<file path="src/design/lcr_pkg.sv">
// Shared constants, types and helpers for the line control register bank
package lcr_pkg;

  // Register map
  localparam logic [7:0] LCR_TX_CFG_ADDR = 8'h04;
  localparam logic [7:0] LCR_RX_CFG_ADDR = 8'h05;
  localparam logic [7:0] LCR_TX_CFG_RESET = 8'h00;
  localparam logic [7:0] LCR_RX_CFG_RESET = 8'h00;
  localparam logic [7:0] LCR_UNMAPPED_READ = 8'h00;

  // Transmit configuration fields
  localparam int LCR_TX_BYPASS_BIT = 0;
  localparam int LCR_TX_EDGE_BIT = 1;
  localparam int LCR_TX_MARKS_BIT = 2;
  localparam int LCR_TX_UNUSED_BIT = 3;
  localparam int LCR_TX_ERR_BIT = 4;
  localparam int LCR_TX_MON_BIT = 5;
  // Bits that hold a value; the error bit is a write-only strobe
  localparam logic [7:0] LCR_TX_STORE_MASK = 8'h27;

  // Receive configuration fields
  localparam int LCR_RX_EQ_BIT = 0;
  localparam int LCR_RX_MON_BIT = 1;
  localparam int LCR_RX_MUTE_BIT = 2;
  localparam int LCR_RX_EDGE_BIT = 3;
  localparam int LCR_RX_ANALOG_SIGNAL_LOSS_OFF_BIT = 4;
  localparam int LCR_RX_DIGITAL_SIGNAL_LOSS_OFF_BIT = 5;
  localparam logic [7:0] LCR_RX_STORE_MASK = 8'h3F;

  // Driver monitor: silent bit periods before a failure is flagged
  localparam logic [7:0] LCR_MON_SILENT_LIMIT = 8'h80;

  typedef enum logic [1:0] {
    LCR_MON_IDLE = 2'b00,
    LCR_MON_WATCH = 2'b01,
    LCR_MON_FAIL = 2'b11
  } lcr_mon_state_t;

  // Edge of a sampled line clock, rising or falling as selected
  function automatic logic lcr_edge(input logic now_lvl,
                                    input logic prev_lvl,
                                    input logic rising);
    return rising ? (now_lvl & ~prev_lvl) : (~now_lvl & prev_lvl);
  endfunction : lcr_edge

endpackage : lcr_pkg

</file>
<file path="src/design/lcr_cfg_if.sv">
// Configuration and status carrier between the register bank and data paths
`timescale 1ns/1ps
`default_nettype none
interface lcr_cfg_if;
  logic build_out_bypass;
  logic tx_sample_rise;
  logic send_all_marks;
  logic line_tip;
  logic line_ring;
  logic bit_tick;
  logic mute_active;
  logic rx_output_fall;
  logic rx_pos;
  logic rx_neg;

  modport ctl (output build_out_bypass, output tx_sample_rise,
               output send_all_marks, output mute_active,
               output rx_output_fall, input line_tip, input line_ring,
               input bit_tick, input rx_pos, input rx_neg);
  modport tx (input build_out_bypass, input tx_sample_rise,
              input send_all_marks, output line_tip, output line_ring,
              output bit_tick);
  modport rx (input mute_active, input rx_output_fall,
              output rx_pos, output rx_neg);
endinterface : lcr_cfg_if
`default_nettype wire

</file>
<file path="src/design/lcr_tx_path.sv">
// Transmit data capture on the selected clock edge, with all-marks override
`timescale 1ns/1ps
`default_nettype none
module lcr_tx_path
  import lcr_pkg::*;
(
  // Clock and reset
  input wire logic i_clk,
  input wire logic i_rstn,
  // Line side
  input wire logic i_clk_pin,
  input wire logic i_pos,
  input wire logic i_neg,
  // Carrier
  lcr_cfg_if.tx cfg
);

  logic clk_prev_reg;
  logic tick;
  logic tip_reg;
  logic ring_reg;
  logic tick_reg;
  logic mark_phase_reg;

  // Previous level only; defined one cycle after any reset
  always_ff @(posedge i_clk) begin
    clk_prev_reg <= i_clk_pin;
  end

  assign tick = lcr_edge(i_clk_pin, clk_prev_reg,
                         cfg.tx_sample_rise);

  always_ff @(posedge i_clk) begin
    if (!i_rstn) begin
      tick_reg <= 1'b0;
    end else begin
      tick_reg <= tick;
    end
  end

  // Marks alternate polarity so the line stays balanced
  always_ff @(posedge i_clk) begin
    if (!i_rstn) begin
      tip_reg <= 1'b0;
      ring_reg <= 1'b0;
      mark_phase_reg <= 1'b0;
    end else if (tick) begin
      if (cfg.send_all_marks) begin
        tip_reg <= ~mark_phase_reg;
        ring_reg <= mark_phase_reg;
        mark_phase_reg <= ~mark_phase_reg;
      end else begin
        tip_reg <= i_pos;
        ring_reg <= i_neg;
      end
    end
  end

  assign cfg.line_tip = tip_reg;
  assign cfg.line_ring = ring_reg;
  assign cfg.bit_tick = tick_reg;
endmodule : lcr_tx_path
`default_nettype wire

</file>
<file path="src/design/lcr_rx_path.sv">
// Recovered data output on the selected clock edge, with mute on signal loss
`timescale 1ns/1ps
`default_nettype none
module lcr_rx_path
  import lcr_pkg::*;
(
  // Clock and reset
  input wire logic i_clk,
  input wire logic i_rstn,
  // Recovered data in
  input wire logic i_clk_pin,
  input wire logic i_pos,
  input wire logic i_neg,
  // Carrier
  lcr_cfg_if.rx cfg
);

  logic clk_prev_reg;
  logic out_edge;
  logic pos_reg;
  logic neg_reg;

  always_ff @(posedge i_clk) begin
    clk_prev_reg <= i_clk_pin;
  end

  assign out_edge = lcr_edge(i_clk_pin, clk_prev_reg,
                             ~cfg.rx_output_fall);

  // Mute wins over the edge so no stale bit leaks during loss
  always_ff @(posedge i_clk) begin
    if (!i_rstn) begin
      pos_reg <= 1'b0;
      neg_reg <= 1'b0;
    end else if (cfg.mute_active) begin
      pos_reg <= 1'b0;
      neg_reg <= 1'b0;
    end else if (out_edge) begin
      pos_reg <= i_pos;
      neg_reg <= i_neg;
    end
  end

  assign cfg.rx_pos = pos_reg;
  assign cfg.rx_neg = neg_reg;
endmodule : lcr_rx_path
`default_nettype wire

</file>
<file path="src/design/lcr_line_ctrl.sv">
// Line configuration registers and the paths they control
`timescale 1ns/1ps
`default_nettype none
module lcr_line_ctrl
  import lcr_pkg::*;
(
  // Clock and reset
  input wire logic i_clk,
  input wire logic i_rstn,
  // Register port
  input wire logic i_reg_wr_en,
  input wire logic i_reg_rd_en,
  input wire logic [7:0] i_reg_addr,
  input wire logic [7:0] i_reg_wdata,
  output logic [7:0] o_reg_rdata,
  output logic o_reg_rdata_valid,
  // Transmit side
  input wire logic i_transmit_clock_pin,
  input wire logic i_transmit_positive_data,
  input wire logic i_transmit_negative_data,
  input wire logic i_prbs_enable,
  output logic o_line_out_tip,
  output logic o_line_out_ring,
  output logic o_build_out_bypass,
  output logic o_test_error_insert,
  // Driver monitor
  input wire logic i_monitor_in_tip,
  input wire logic i_monitor_in_ring,
  output logic o_driver_failure_output,
  // Receive side
  input wire logic i_recovered_clock_pin,
  input wire logic i_rx_positive_data,
  input wire logic i_rx_negative_data,
  input wire logic i_analog_loss_raw,
  input wire logic i_digital_loss_raw,
  output logic o_recovered_positive_data,
  output logic o_recovered_negative_data,
  output logic o_equalizer_on,
  output logic o_receive_monitor_mode,
  output logic o_analog_signal_loss,
  output logic o_digital_signal_loss
);

  ////////////////////////////////////////////////////////////////////////////
  // Declarations
  ////////////////////////////////////////////////////////////////////////////

  logic [7:0] tx_cfg_reg;
  logic [7:0] rx_cfg_reg;
  logic [7:0] rdata_reg;
  logic rdata_valid_reg;
  logic err_insert_reg;
  logic analog_signal_loss_reg;
  logic digital_signal_loss_reg;
  logic mute_reg;
  logic fail_reg;
  logic [7:0] silent_cnt_reg;
  logic [7:0] silent_cnt_next;
  lcr_mon_state_t mon_state_reg;
  lcr_mon_state_t mon_state_next;
  logic wr_tx;
  logic wr_rx;
  logic mon_pulse;
  logic analog_signal_loss_next;
  logic digital_signal_loss_next;

  lcr_cfg_if cfg ();

  ////////////////////////////////////////////////////////////////////////////
  // Register writes
  ////////////////////////////////////////////////////////////////////////////

  assign wr_tx = i_reg_wr_en && (i_reg_addr == LCR_TX_CFG_ADDR);
  assign wr_rx = i_reg_wr_en && (i_reg_addr == LCR_RX_CFG_ADDR);

  // Unused and strobe bits are masked so they never store
  always_ff @(posedge i_clk) begin
    if (!i_rstn) begin
      tx_cfg_reg <= LCR_TX_CFG_RESET;
    end else if (wr_tx) begin
      tx_cfg_reg <= i_reg_wdata & LCR_TX_STORE_MASK;
    end
  end

  // Only a write changes this register; loss ending leaves it alone
  always_ff @(posedge i_clk) begin
    if (!i_rstn) begin
      rx_cfg_reg <= LCR_RX_CFG_RESET;
    end else if (wr_rx) begin
      rx_cfg_reg <= i_reg_wdata & LCR_RX_STORE_MASK;
    end
  end

  // One-cycle request to the sequence generator; dropped when it is off
  always_ff @(posedge i_clk) begin
    if (!i_rstn) begin
      err_insert_reg <= 1'b0;
    end else begin
      err_insert_reg <= wr_tx && i_reg_wdata[LCR_TX_ERR_BIT]
                        && i_prbs_enable;
    end
  end

  ////////////////////////////////////////////////////////////////////////////
  // Register reads
  ////////////////////////////////////////////////////////////////////////////

  always_ff @(posedge i_clk) begin
    if (!i_rstn) begin
      rdata_reg <= LCR_UNMAPPED_READ;
      rdata_valid_reg <= 1'b0;
    end else begin
      rdata_valid_reg <= i_reg_rd_en;
      if (i_reg_rd_en) begin
        unique case (i_reg_addr)
          LCR_TX_CFG_ADDR: begin
            rdata_reg <= tx_cfg_reg;
          end
          LCR_RX_CFG_ADDR: begin
            rdata_reg <= rx_cfg_reg;
          end
          default: begin
            rdata_reg <= LCR_UNMAPPED_READ;
          end
        endcase
      end
    end
  end

  ////////////////////////////////////////////////////////////////////////////
  // Loss of signal and mute
  ////////////////////////////////////////////////////////////////////////////

  assign analog_signal_loss_next = i_analog_loss_raw &&
                     !rx_cfg_reg[LCR_RX_ANALOG_SIGNAL_LOSS_OFF_BIT];
  assign digital_signal_loss_next = i_digital_loss_raw &&
                     !rx_cfg_reg[LCR_RX_DIGITAL_SIGNAL_LOSS_OFF_BIT];

  always_ff @(posedge i_clk) begin
    if (!i_rstn) begin
      analog_signal_loss_reg <= 1'b0;
      digital_signal_loss_reg <= 1'b0;
    end else begin
      analog_signal_loss_reg <= analog_signal_loss_next;
      digital_signal_loss_reg <= digital_signal_loss_next;
    end
  end

  // Mute follows the declared loss in the same cycle, when the mute bit is set
  always_ff @(posedge i_clk) begin
    if (!i_rstn) begin
      mute_reg <= 1'b0;
    end else begin
      mute_reg <= rx_cfg_reg[LCR_RX_MUTE_BIT] &&
                  (analog_signal_loss_next || digital_signal_loss_next);
    end
  end

  ////////////////////////////////////////////////////////////////////////////
  // Driver monitor
  ////////////////////////////////////////////////////////////////////////////

  // Source select: own driver outputs or the external monitor pins
  assign mon_pulse = tx_cfg_reg[LCR_TX_MON_BIT] ?
                     (cfg.line_tip || cfg.line_ring) :
                     (i_monitor_in_tip || i_monitor_in_ring);

  // Counts transmit bit periods with no pulse seen on the chosen source
  always_comb begin
    mon_state_next = mon_state_reg;
    silent_cnt_next = silent_cnt_reg;
    unique case (mon_state_reg)
      LCR_MON_IDLE: begin
        silent_cnt_next = 8'h00;
        if (cfg.bit_tick) begin
          mon_state_next = LCR_MON_WATCH;
        end
      end
      LCR_MON_WATCH: begin
        if (mon_pulse) begin
          silent_cnt_next = 8'h00;
        end else if (cfg.bit_tick) begin
          silent_cnt_next = silent_cnt_reg + 8'h01;
          if (silent_cnt_next == LCR_MON_SILENT_LIMIT) begin
            mon_state_next = LCR_MON_FAIL;
          end
        end
      end
      LCR_MON_FAIL: begin
        if (mon_pulse) begin
          silent_cnt_next = 8'h00;
          mon_state_next = LCR_MON_WATCH;
        end
      end
      default: begin
        silent_cnt_next = 8'h00;
        mon_state_next = LCR_MON_IDLE;
      end
    endcase
  end

  always_ff @(posedge i_clk) begin
    if (!i_rstn) begin
      mon_state_reg <= LCR_MON_IDLE;
      silent_cnt_reg <= 8'h00;
    end else begin
      mon_state_reg <= mon_state_next;
      silent_cnt_reg <= silent_cnt_next;
    end
  end

  always_ff @(posedge i_clk) begin
    if (!i_rstn) begin
      fail_reg <= 1'b0;
    end else begin
      fail_reg <= (mon_state_next == LCR_MON_FAIL);
    end
  end

  ////////////////////////////////////////////////////////////////////////////
  // Data paths
  ////////////////////////////////////////////////////////////////////////////

  assign cfg.build_out_bypass = tx_cfg_reg[LCR_TX_BYPASS_BIT];
  assign cfg.tx_sample_rise = tx_cfg_reg[LCR_TX_EDGE_BIT];
  assign cfg.send_all_marks = tx_cfg_reg[LCR_TX_MARKS_BIT];
  assign cfg.mute_active = mute_reg;
  assign cfg.rx_output_fall = rx_cfg_reg[LCR_RX_EDGE_BIT];

  lcr_tx_path u_tx (
    .i_clk(i_clk),
    .i_rstn(i_rstn),
    .i_clk_pin(i_transmit_clock_pin),
    .i_pos(i_transmit_positive_data),
    .i_neg(i_transmit_negative_data),
    .cfg(cfg.tx)
  );

  lcr_rx_path u_rx (
    .i_clk(i_clk),
    .i_rstn(i_rstn),
    .i_clk_pin(i_recovered_clock_pin),
    .i_pos(i_rx_positive_data),
    .i_neg(i_rx_negative_data),
    .cfg(cfg.rx)
  );

  ////////////////////////////////////////////////////////////////////////////
  // Outputs
  ////////////////////////////////////////////////////////////////////////////

  assign o_reg_rdata = rdata_reg;
  assign o_reg_rdata_valid = rdata_valid_reg;
  assign o_line_out_tip = cfg.line_tip;
  assign o_line_out_ring = cfg.line_ring;
  assign o_build_out_bypass = cfg.build_out_bypass;
  assign o_test_error_insert = err_insert_reg;
  assign o_driver_failure_output = fail_reg;
  assign o_recovered_positive_data = cfg.rx_pos;
  assign o_recovered_negative_data = cfg.rx_neg;
  assign o_equalizer_on = rx_cfg_reg[LCR_RX_EQ_BIT];
  assign o_receive_monitor_mode = rx_cfg_reg[LCR_RX_MON_BIT];
  assign o_analog_signal_loss = analog_signal_loss_reg;
  assign o_digital_signal_loss = digital_signal_loss_reg;
endmodule : lcr_line_ctrl
`default_nettype wire

</file>
<file path="config.mk">
export PLATFORM = sky130hd
export DESIGN_NAME = lcr_line_ctrl
export DESIGN_NICKNAME = d
export VERILOG_FILES = /design/src/design/lcr_pkg.sv /design/src/design/lcr_cfg_if.sv /design/src/design/lcr_tx_path.sv /design/src/design/lcr_rx_path.sv /design/src/design/lcr_line_ctrl.sv
export SDC_FILE = /design/constraint.sdc
export NUM_CORES = 1
export LEC_CHECK = 0
export ABC_CLOCK_PERIOD_IN_PS = 3750
export BUFFER_PORTS_ARGS = -buffer_cell sky130_fd_sc_hd__buf_4
export CAP_MARGIN = 30
export CELL_PAD_IN_SITES_DETAIL_PLACEMENT = 1
export CELL_PAD_IN_SITES_GLOBAL_PLACEMENT = 1
export CORE_UTILIZATION = 41
export CTS_CLUSTER_DIAMETER = 100
export DETAILED_ROUTE_END_ITERATION = 16
export PLACE_DENSITY_LB_ADDON = 0.25
export SYNTH_ARGS = -nofsm -noshare
export SYNTH_HDL_FRONTEND = slang
export SYNTH_SLANG_ARGS = --single-unit
</file>
<file path="constraint.sdc">
create_clock -name i_clk -period 3.75 [get_ports i_clk]
set_clock_uncertainty 0.15 [all_clocks]
set_input_delay 0.1875 -clock i_clk [delete_from_list [all_inputs] [get_ports i_clk]]
set_output_delay 0.1875 -clock i_clk [all_outputs]
set_load 0.01 [all_outputs]
</file>
* After elaboration in Yosys (flattened, before gate mapping)
Cells that the tools add are included.
** Word-level totals
- Register bits after elaboration :: 42
- Bits of input ports :: 31
- Output and inout bits :: 20
- Logic and storage cells :: 70
** Operators by class
- Add/sub/neg operators :: 1
- Eq/ne operators :: 8
- Muxes and demuxes :: 16
- Bitwise operators :: 10
- Reduce and logical (&&, ||, !) cells :: 16
** Operator list (count)
- $mux 8 :: 3
- $eq 8x3->1 const B :: 2
- $pmux 8 s2 :: 1
- $pmux 6 s2 :: 1
- $mux 2 :: 5
- $add 8x1->8 const B :: 1
- $eq 8x8->1 const B :: 1
- $logic_and 1x1->1 :: 7
- $not 1->1 :: 6
- $pmux 2 s3 :: 1
- $mux 1 :: 5
- $and 1x1->1 :: 4
- $eq 2x2->1 const B :: 2
- $reduce_and 2->1 :: 2
- $logic_or 1x1->1 :: 3
- $ne 3x2->1 const B :: 1
- $eq 2x1->1 const B :: 1
- $logic_not 1->1 :: 2
- $logic_not 2->1 :: 1
- $ne 2x2->1 const B :: 1
- $reduce_or 2->1 :: 1

* Longest topological paths before layout
- Depth after elaboration :: 7
- Depth in mapped cells :: 5
- Gate-level depth less buffers :: 5

* Hierarchy
Synthesis repeated with hierarchy kept, for this count alone.
** Unflattened totals
- Cell total of the unflattened synthesis :: 182
- Area total of the unflattened synthesis :: 1724.2 um^2
** Modules (own cells, without submodules)
- lcr_line_ctrl :: instances 1, cells each 147, area each 1365.1 um^2, seq. area each 640.6 um^2
- lcr_tx_path :: instances 1, cells each 21, area each 224.0 um^2, seq. area each 100.1 um^2
- lcr_rx_path :: instances 1, cells each 14, area each 135.1 um^2, seq. area each 60.1 um^2

* Worst setup path after synthesis
OpenSTA, ideal clock, no wires.
- Kind :: reg-to-reg
- Start :: reg silent_cnt_reg[0]
- End :: reg mon_state_reg[1]
- Setup time :: 0.116 ns
- Data arrival time :: 1.184 ns
- Required time :: 3.484 ns
- Slack :: 2.299 ns
- Cell stages (with the launch flop) :: 6
- Path buffers :: 0
- Clock period less this slack :: 1.451 ns
- Path through :: dfxtp_1 ha_1 and3_1 nand3_1 xor2_1 a41o_1
** On the way
- Cells in the longest elaborated chain, start to end :: 6
** RTL lines
- start, declared :: RTL line lcr_line_ctrl.sv:57 : logic [7:0] silent_cnt_reg;
- start signal, assigned :: RTL line lcr_line_ctrl.sv:208 : silent_cnt_reg <= silent_cnt_next;
- $add 8x1->8 :: RTL line lcr_line_ctrl.sv:183 : silent_cnt_next = silent_cnt_reg + 8'h01;
- $eq 8x8->1 :: RTL line lcr_line_ctrl.sv:184 : if (silent_cnt_next == LCR_MON_SILENT_LIMIT) begin
- $mux 2 :: RTL line lcr_line_ctrl.sv:184
- $mux 2 :: RTL line lcr_line_ctrl.sv:182 : end else if (cfg.bit_tick) begin
- $mux 2 :: RTL line lcr_line_ctrl.sv:180 : if (mon_pulse) begin
- $pmux 2 s3 :: RTL line lcr_line_ctrl.sv:172 : unique case (mon_state_reg)
- end signal, assigned :: RTL line lcr_line_ctrl.sv:207 : mon_state_reg <= mon_state_next;
- end, declared :: RTL line lcr_line_ctrl.sv:59 : lcr_mon_state_t mon_state_reg;
No other way between the ends.
A chain may end at the register's enable or synchronous reset.

* Final worst setup path
- Start :: reg silent_cnt_reg[0]
- End :: reg fail_reg (netlist: o_driver_failure_output)
** On the way
- Cells in the longest elaborated chain, start to end :: 7
** RTL lines
- $add 8x1->8 :: RTL line lcr_line_ctrl.sv:183
- $eq 8x8->1 :: RTL line lcr_line_ctrl.sv:184
- $mux 2 :: RTL line lcr_line_ctrl.sv:184
- $mux 2 :: RTL line lcr_line_ctrl.sv:182
- $mux 2 :: RTL line lcr_line_ctrl.sv:180
- $pmux 2 s3 :: RTL line lcr_line_ctrl.sv:172
- $eq 2x2->1 :: RTL line lcr_line_ctrl.sv:216 : fail_reg <= (mon_state_next == LCR_MON_FAIL);
- end signal, assigned :: RTL line lcr_line_ctrl.sv:216
- end, declared :: RTL line lcr_line_ctrl.sv:56 : logic fail_reg;
No other way between the ends.

==> run metrics <==
result of the run complete, no violations; f_max 0.6043 GHz; Core Region 4029 um2; RSZ-0062 raised after global routing false; top cells by area, synth dfxtp_1 46%, mux2i_1 11%, nand2_1 5.2%; Die Area 4519 um2; max_cap viols 0; clock-pin transition on the worst setup and hold timing paths 0.07 ns; H-tree Lvls 2; max-slew violation count 0; RD Place Congestion 0.7319; Nets 264; Post-Syn Instances 180; synth unique cells 41; Yosys top cell by area dfxtp_1; first-pass GRT wire length 6.706 mm; Leak Pwr 0.9461 nW; Syn-to-layout area delta 30.13%; cts bufs inserted 5; clock buffer depth 2; Seq/Total Area, Yosys 45.91%; GRT Residual Overflow 0; drt wl/cell 14.80 um; Post-synth EDFFs 0; worst hold start i_reg_wdata[3]; P_int 0.6320 mW; endpoints failing setup 0; Post-synth top flop dfxtp_1; setup TNS 0 ns; CTS tree yes; ANT cells 0; dpl cell area 2113 um2; share of cells above drive strength 1 26.72%; power per cell area 358.4 nW/um2; Final Hold Viols 0; Row Count 23; crit path max fanout 6; Net Sw Power 0.1815 mW; Post-CTS Hold Buffers 6; final instance area 2270 um2; worst hold path depth 3; largest net degree at the start of global routing 24; gr usage total 20.55%; Post-synth ARST share 0%; Power Total 0.8135 mW; sequential share of power 53.5%; number of flip-flops in the largest register 8; vias in the first global route 1,485; detailed-route via count 1,443; CTS resizes 0; worst reg2reg path startpoint silent_cnt_reg[0]; top cells by count, synth 40 x dfxtp_1, 24 x nand2_1, 24 x nor2_1; Clock Power Share 37.7%; part of the cycle the worst path needs 44.13%; placed insts 269; number of antenna violations at the first check in global routing 0; # DRC 0; Yosys top cell area share 45.91%; crit path launch type flip-flop; DR pass1 iterations 4; Switching Share 22.31%; Worst Hold Class input pin to flip-flop; Seq cells post-synth 40; placed wire-length estimate 3.057 mm; most common cell in the netlist dfxtp_1; slew at the pin closest to its max-slew limit 0.6523 ns; Crit path required time 3.78 ns; CTS Sinks 40; Critical Path End Type flip-flop; Crit Reg-Reg Endpoint o_driver_failure_output; DRT Wirelength 4.174 mm; R2R depth 5; Syn Std Cell Area 1744 um2; Vias per Instance 5.117; IO Pins 51; yosys warns 0; Starting Density 43.29%; Die Wd 67.23 um; Layout Cells excl Fill 282; Peak supply drop 0.0002189 V; Detail Route Antenna Nets 0; Root Driver clkbuf_8; initial drt markers 60; Avg Cell Area, Syn 9.690 um2; arrival time worst endpoint 1.69 ns; combinational share of power 8.8%; CP Class flip-flop to flip-flop; Slew headroom 56.42%; # Post-CTS Setup Buffers 0; worst hold slack 0.01312 ns; WHS Endpoint rx_cfg_reg[3]; fin crit period 1.655 ns; R2R Setup Slk 2.10 ns; Port Buffers 46; Die Y 67.23 um; latest clock arrival within the worst-skew pair 0.29 ns
-- final cells by class --
type                    instances  area (um2)
flip-flops and latches         40       800.8
well taps                      50       62.56
clock buffers                   7       96.34
fillers                       477        1759
inverters                       5       18.77
multi-input cells             128       885.9
repair buffers                 52       405.4
-- power groups by stage --
stage	registers [mW]	logic [mW]	clock network, mW
2_1_floorplan	0.446	0.0277	0
3_3_place_gp	0.444	0.0633	0
3_5_place_dp	0.445	0.0658	0
4_1_cts	0.435	0.0714	0.318
5_1_grt	0.436	0.0777	0.341
6_report	0.435	0.0714	0.307
-- cell families after synthesis --
family | count (synthesis) | share of synthesized area [%]
XOR/XNOR | 11 | 5.524
buffers and inverters | 13 | 3.515
adder cells (fa/ha/maj) | 1 | 0.7172
AO/OA/AOI/OAI | 17 | 8.393
other | 1 | 0.2150
multiplexers | 19 | 10.90
flip-flops | 40 | 45.91
AND/OR/NAND/NOR | 78 | 24.82
-- critical path, cell delays in order, from the launching register on --
cell and delay [ns]:
dfxtp_1 0.45, ha_1 0.24, and3_1 0.22, nand3_1 0.11, xor2_1 0.19, a41o_1 0.19
-- layout by cell type, fill, tap and decap left out, types with 3 or more instances in the layout --
cell and instances:
nand3_1 5, xnor2_1 3, nor2_1 24, a2bb2oi_1 6, xor2_1 8, mux2i_1 19
dfxtp_1 40, clkbuf_8 7, buf_4 46, dlygate4sd3_1 6, inv_1 5, nand2_1 24
nand4_1 4
-- metrics by stage --
step                worst slack (ns)  util [%]
finish                         2.095     56.34
global route                   1.958     56.34
CTS                            2.088     56.34
detailed placement             2.136     52.45
global placement               2.170     52.45
floorplan                      2.299         -
-- how the worst max path moves through the flow --
stage                      start                      end  slack [ns]  cells past startpoint
2_1_floorplan  silent_cnt_reg[0]         mon_state_reg[1]        2.30                      5
3_3_place_gp   u_tx.cfg.bit_tick        silent_cnt_reg[7]        2.17                      4
3_5_place_dp   silent_cnt_reg[0]         mon_state_reg[1]        2.14                      5
4_1_cts        silent_cnt_reg[0]  o_driver_failure_output        2.09                      5
5_1_grt        silent_cnt_reg[0]  o_driver_failure_output        1.96                      5
6_report       silent_cnt_reg[0]  o_driver_failure_output        2.10                      5
-- metal layers --
layer	wire, um	global-route usage, %	up-vias
li1	-	-	720
met4	78	8.777	0
met3	177	5.574	10
met5	0	0	-
met2	2159	36.13	36
met1	1759	23.13	677
Power figures use the tool's default switching activity.
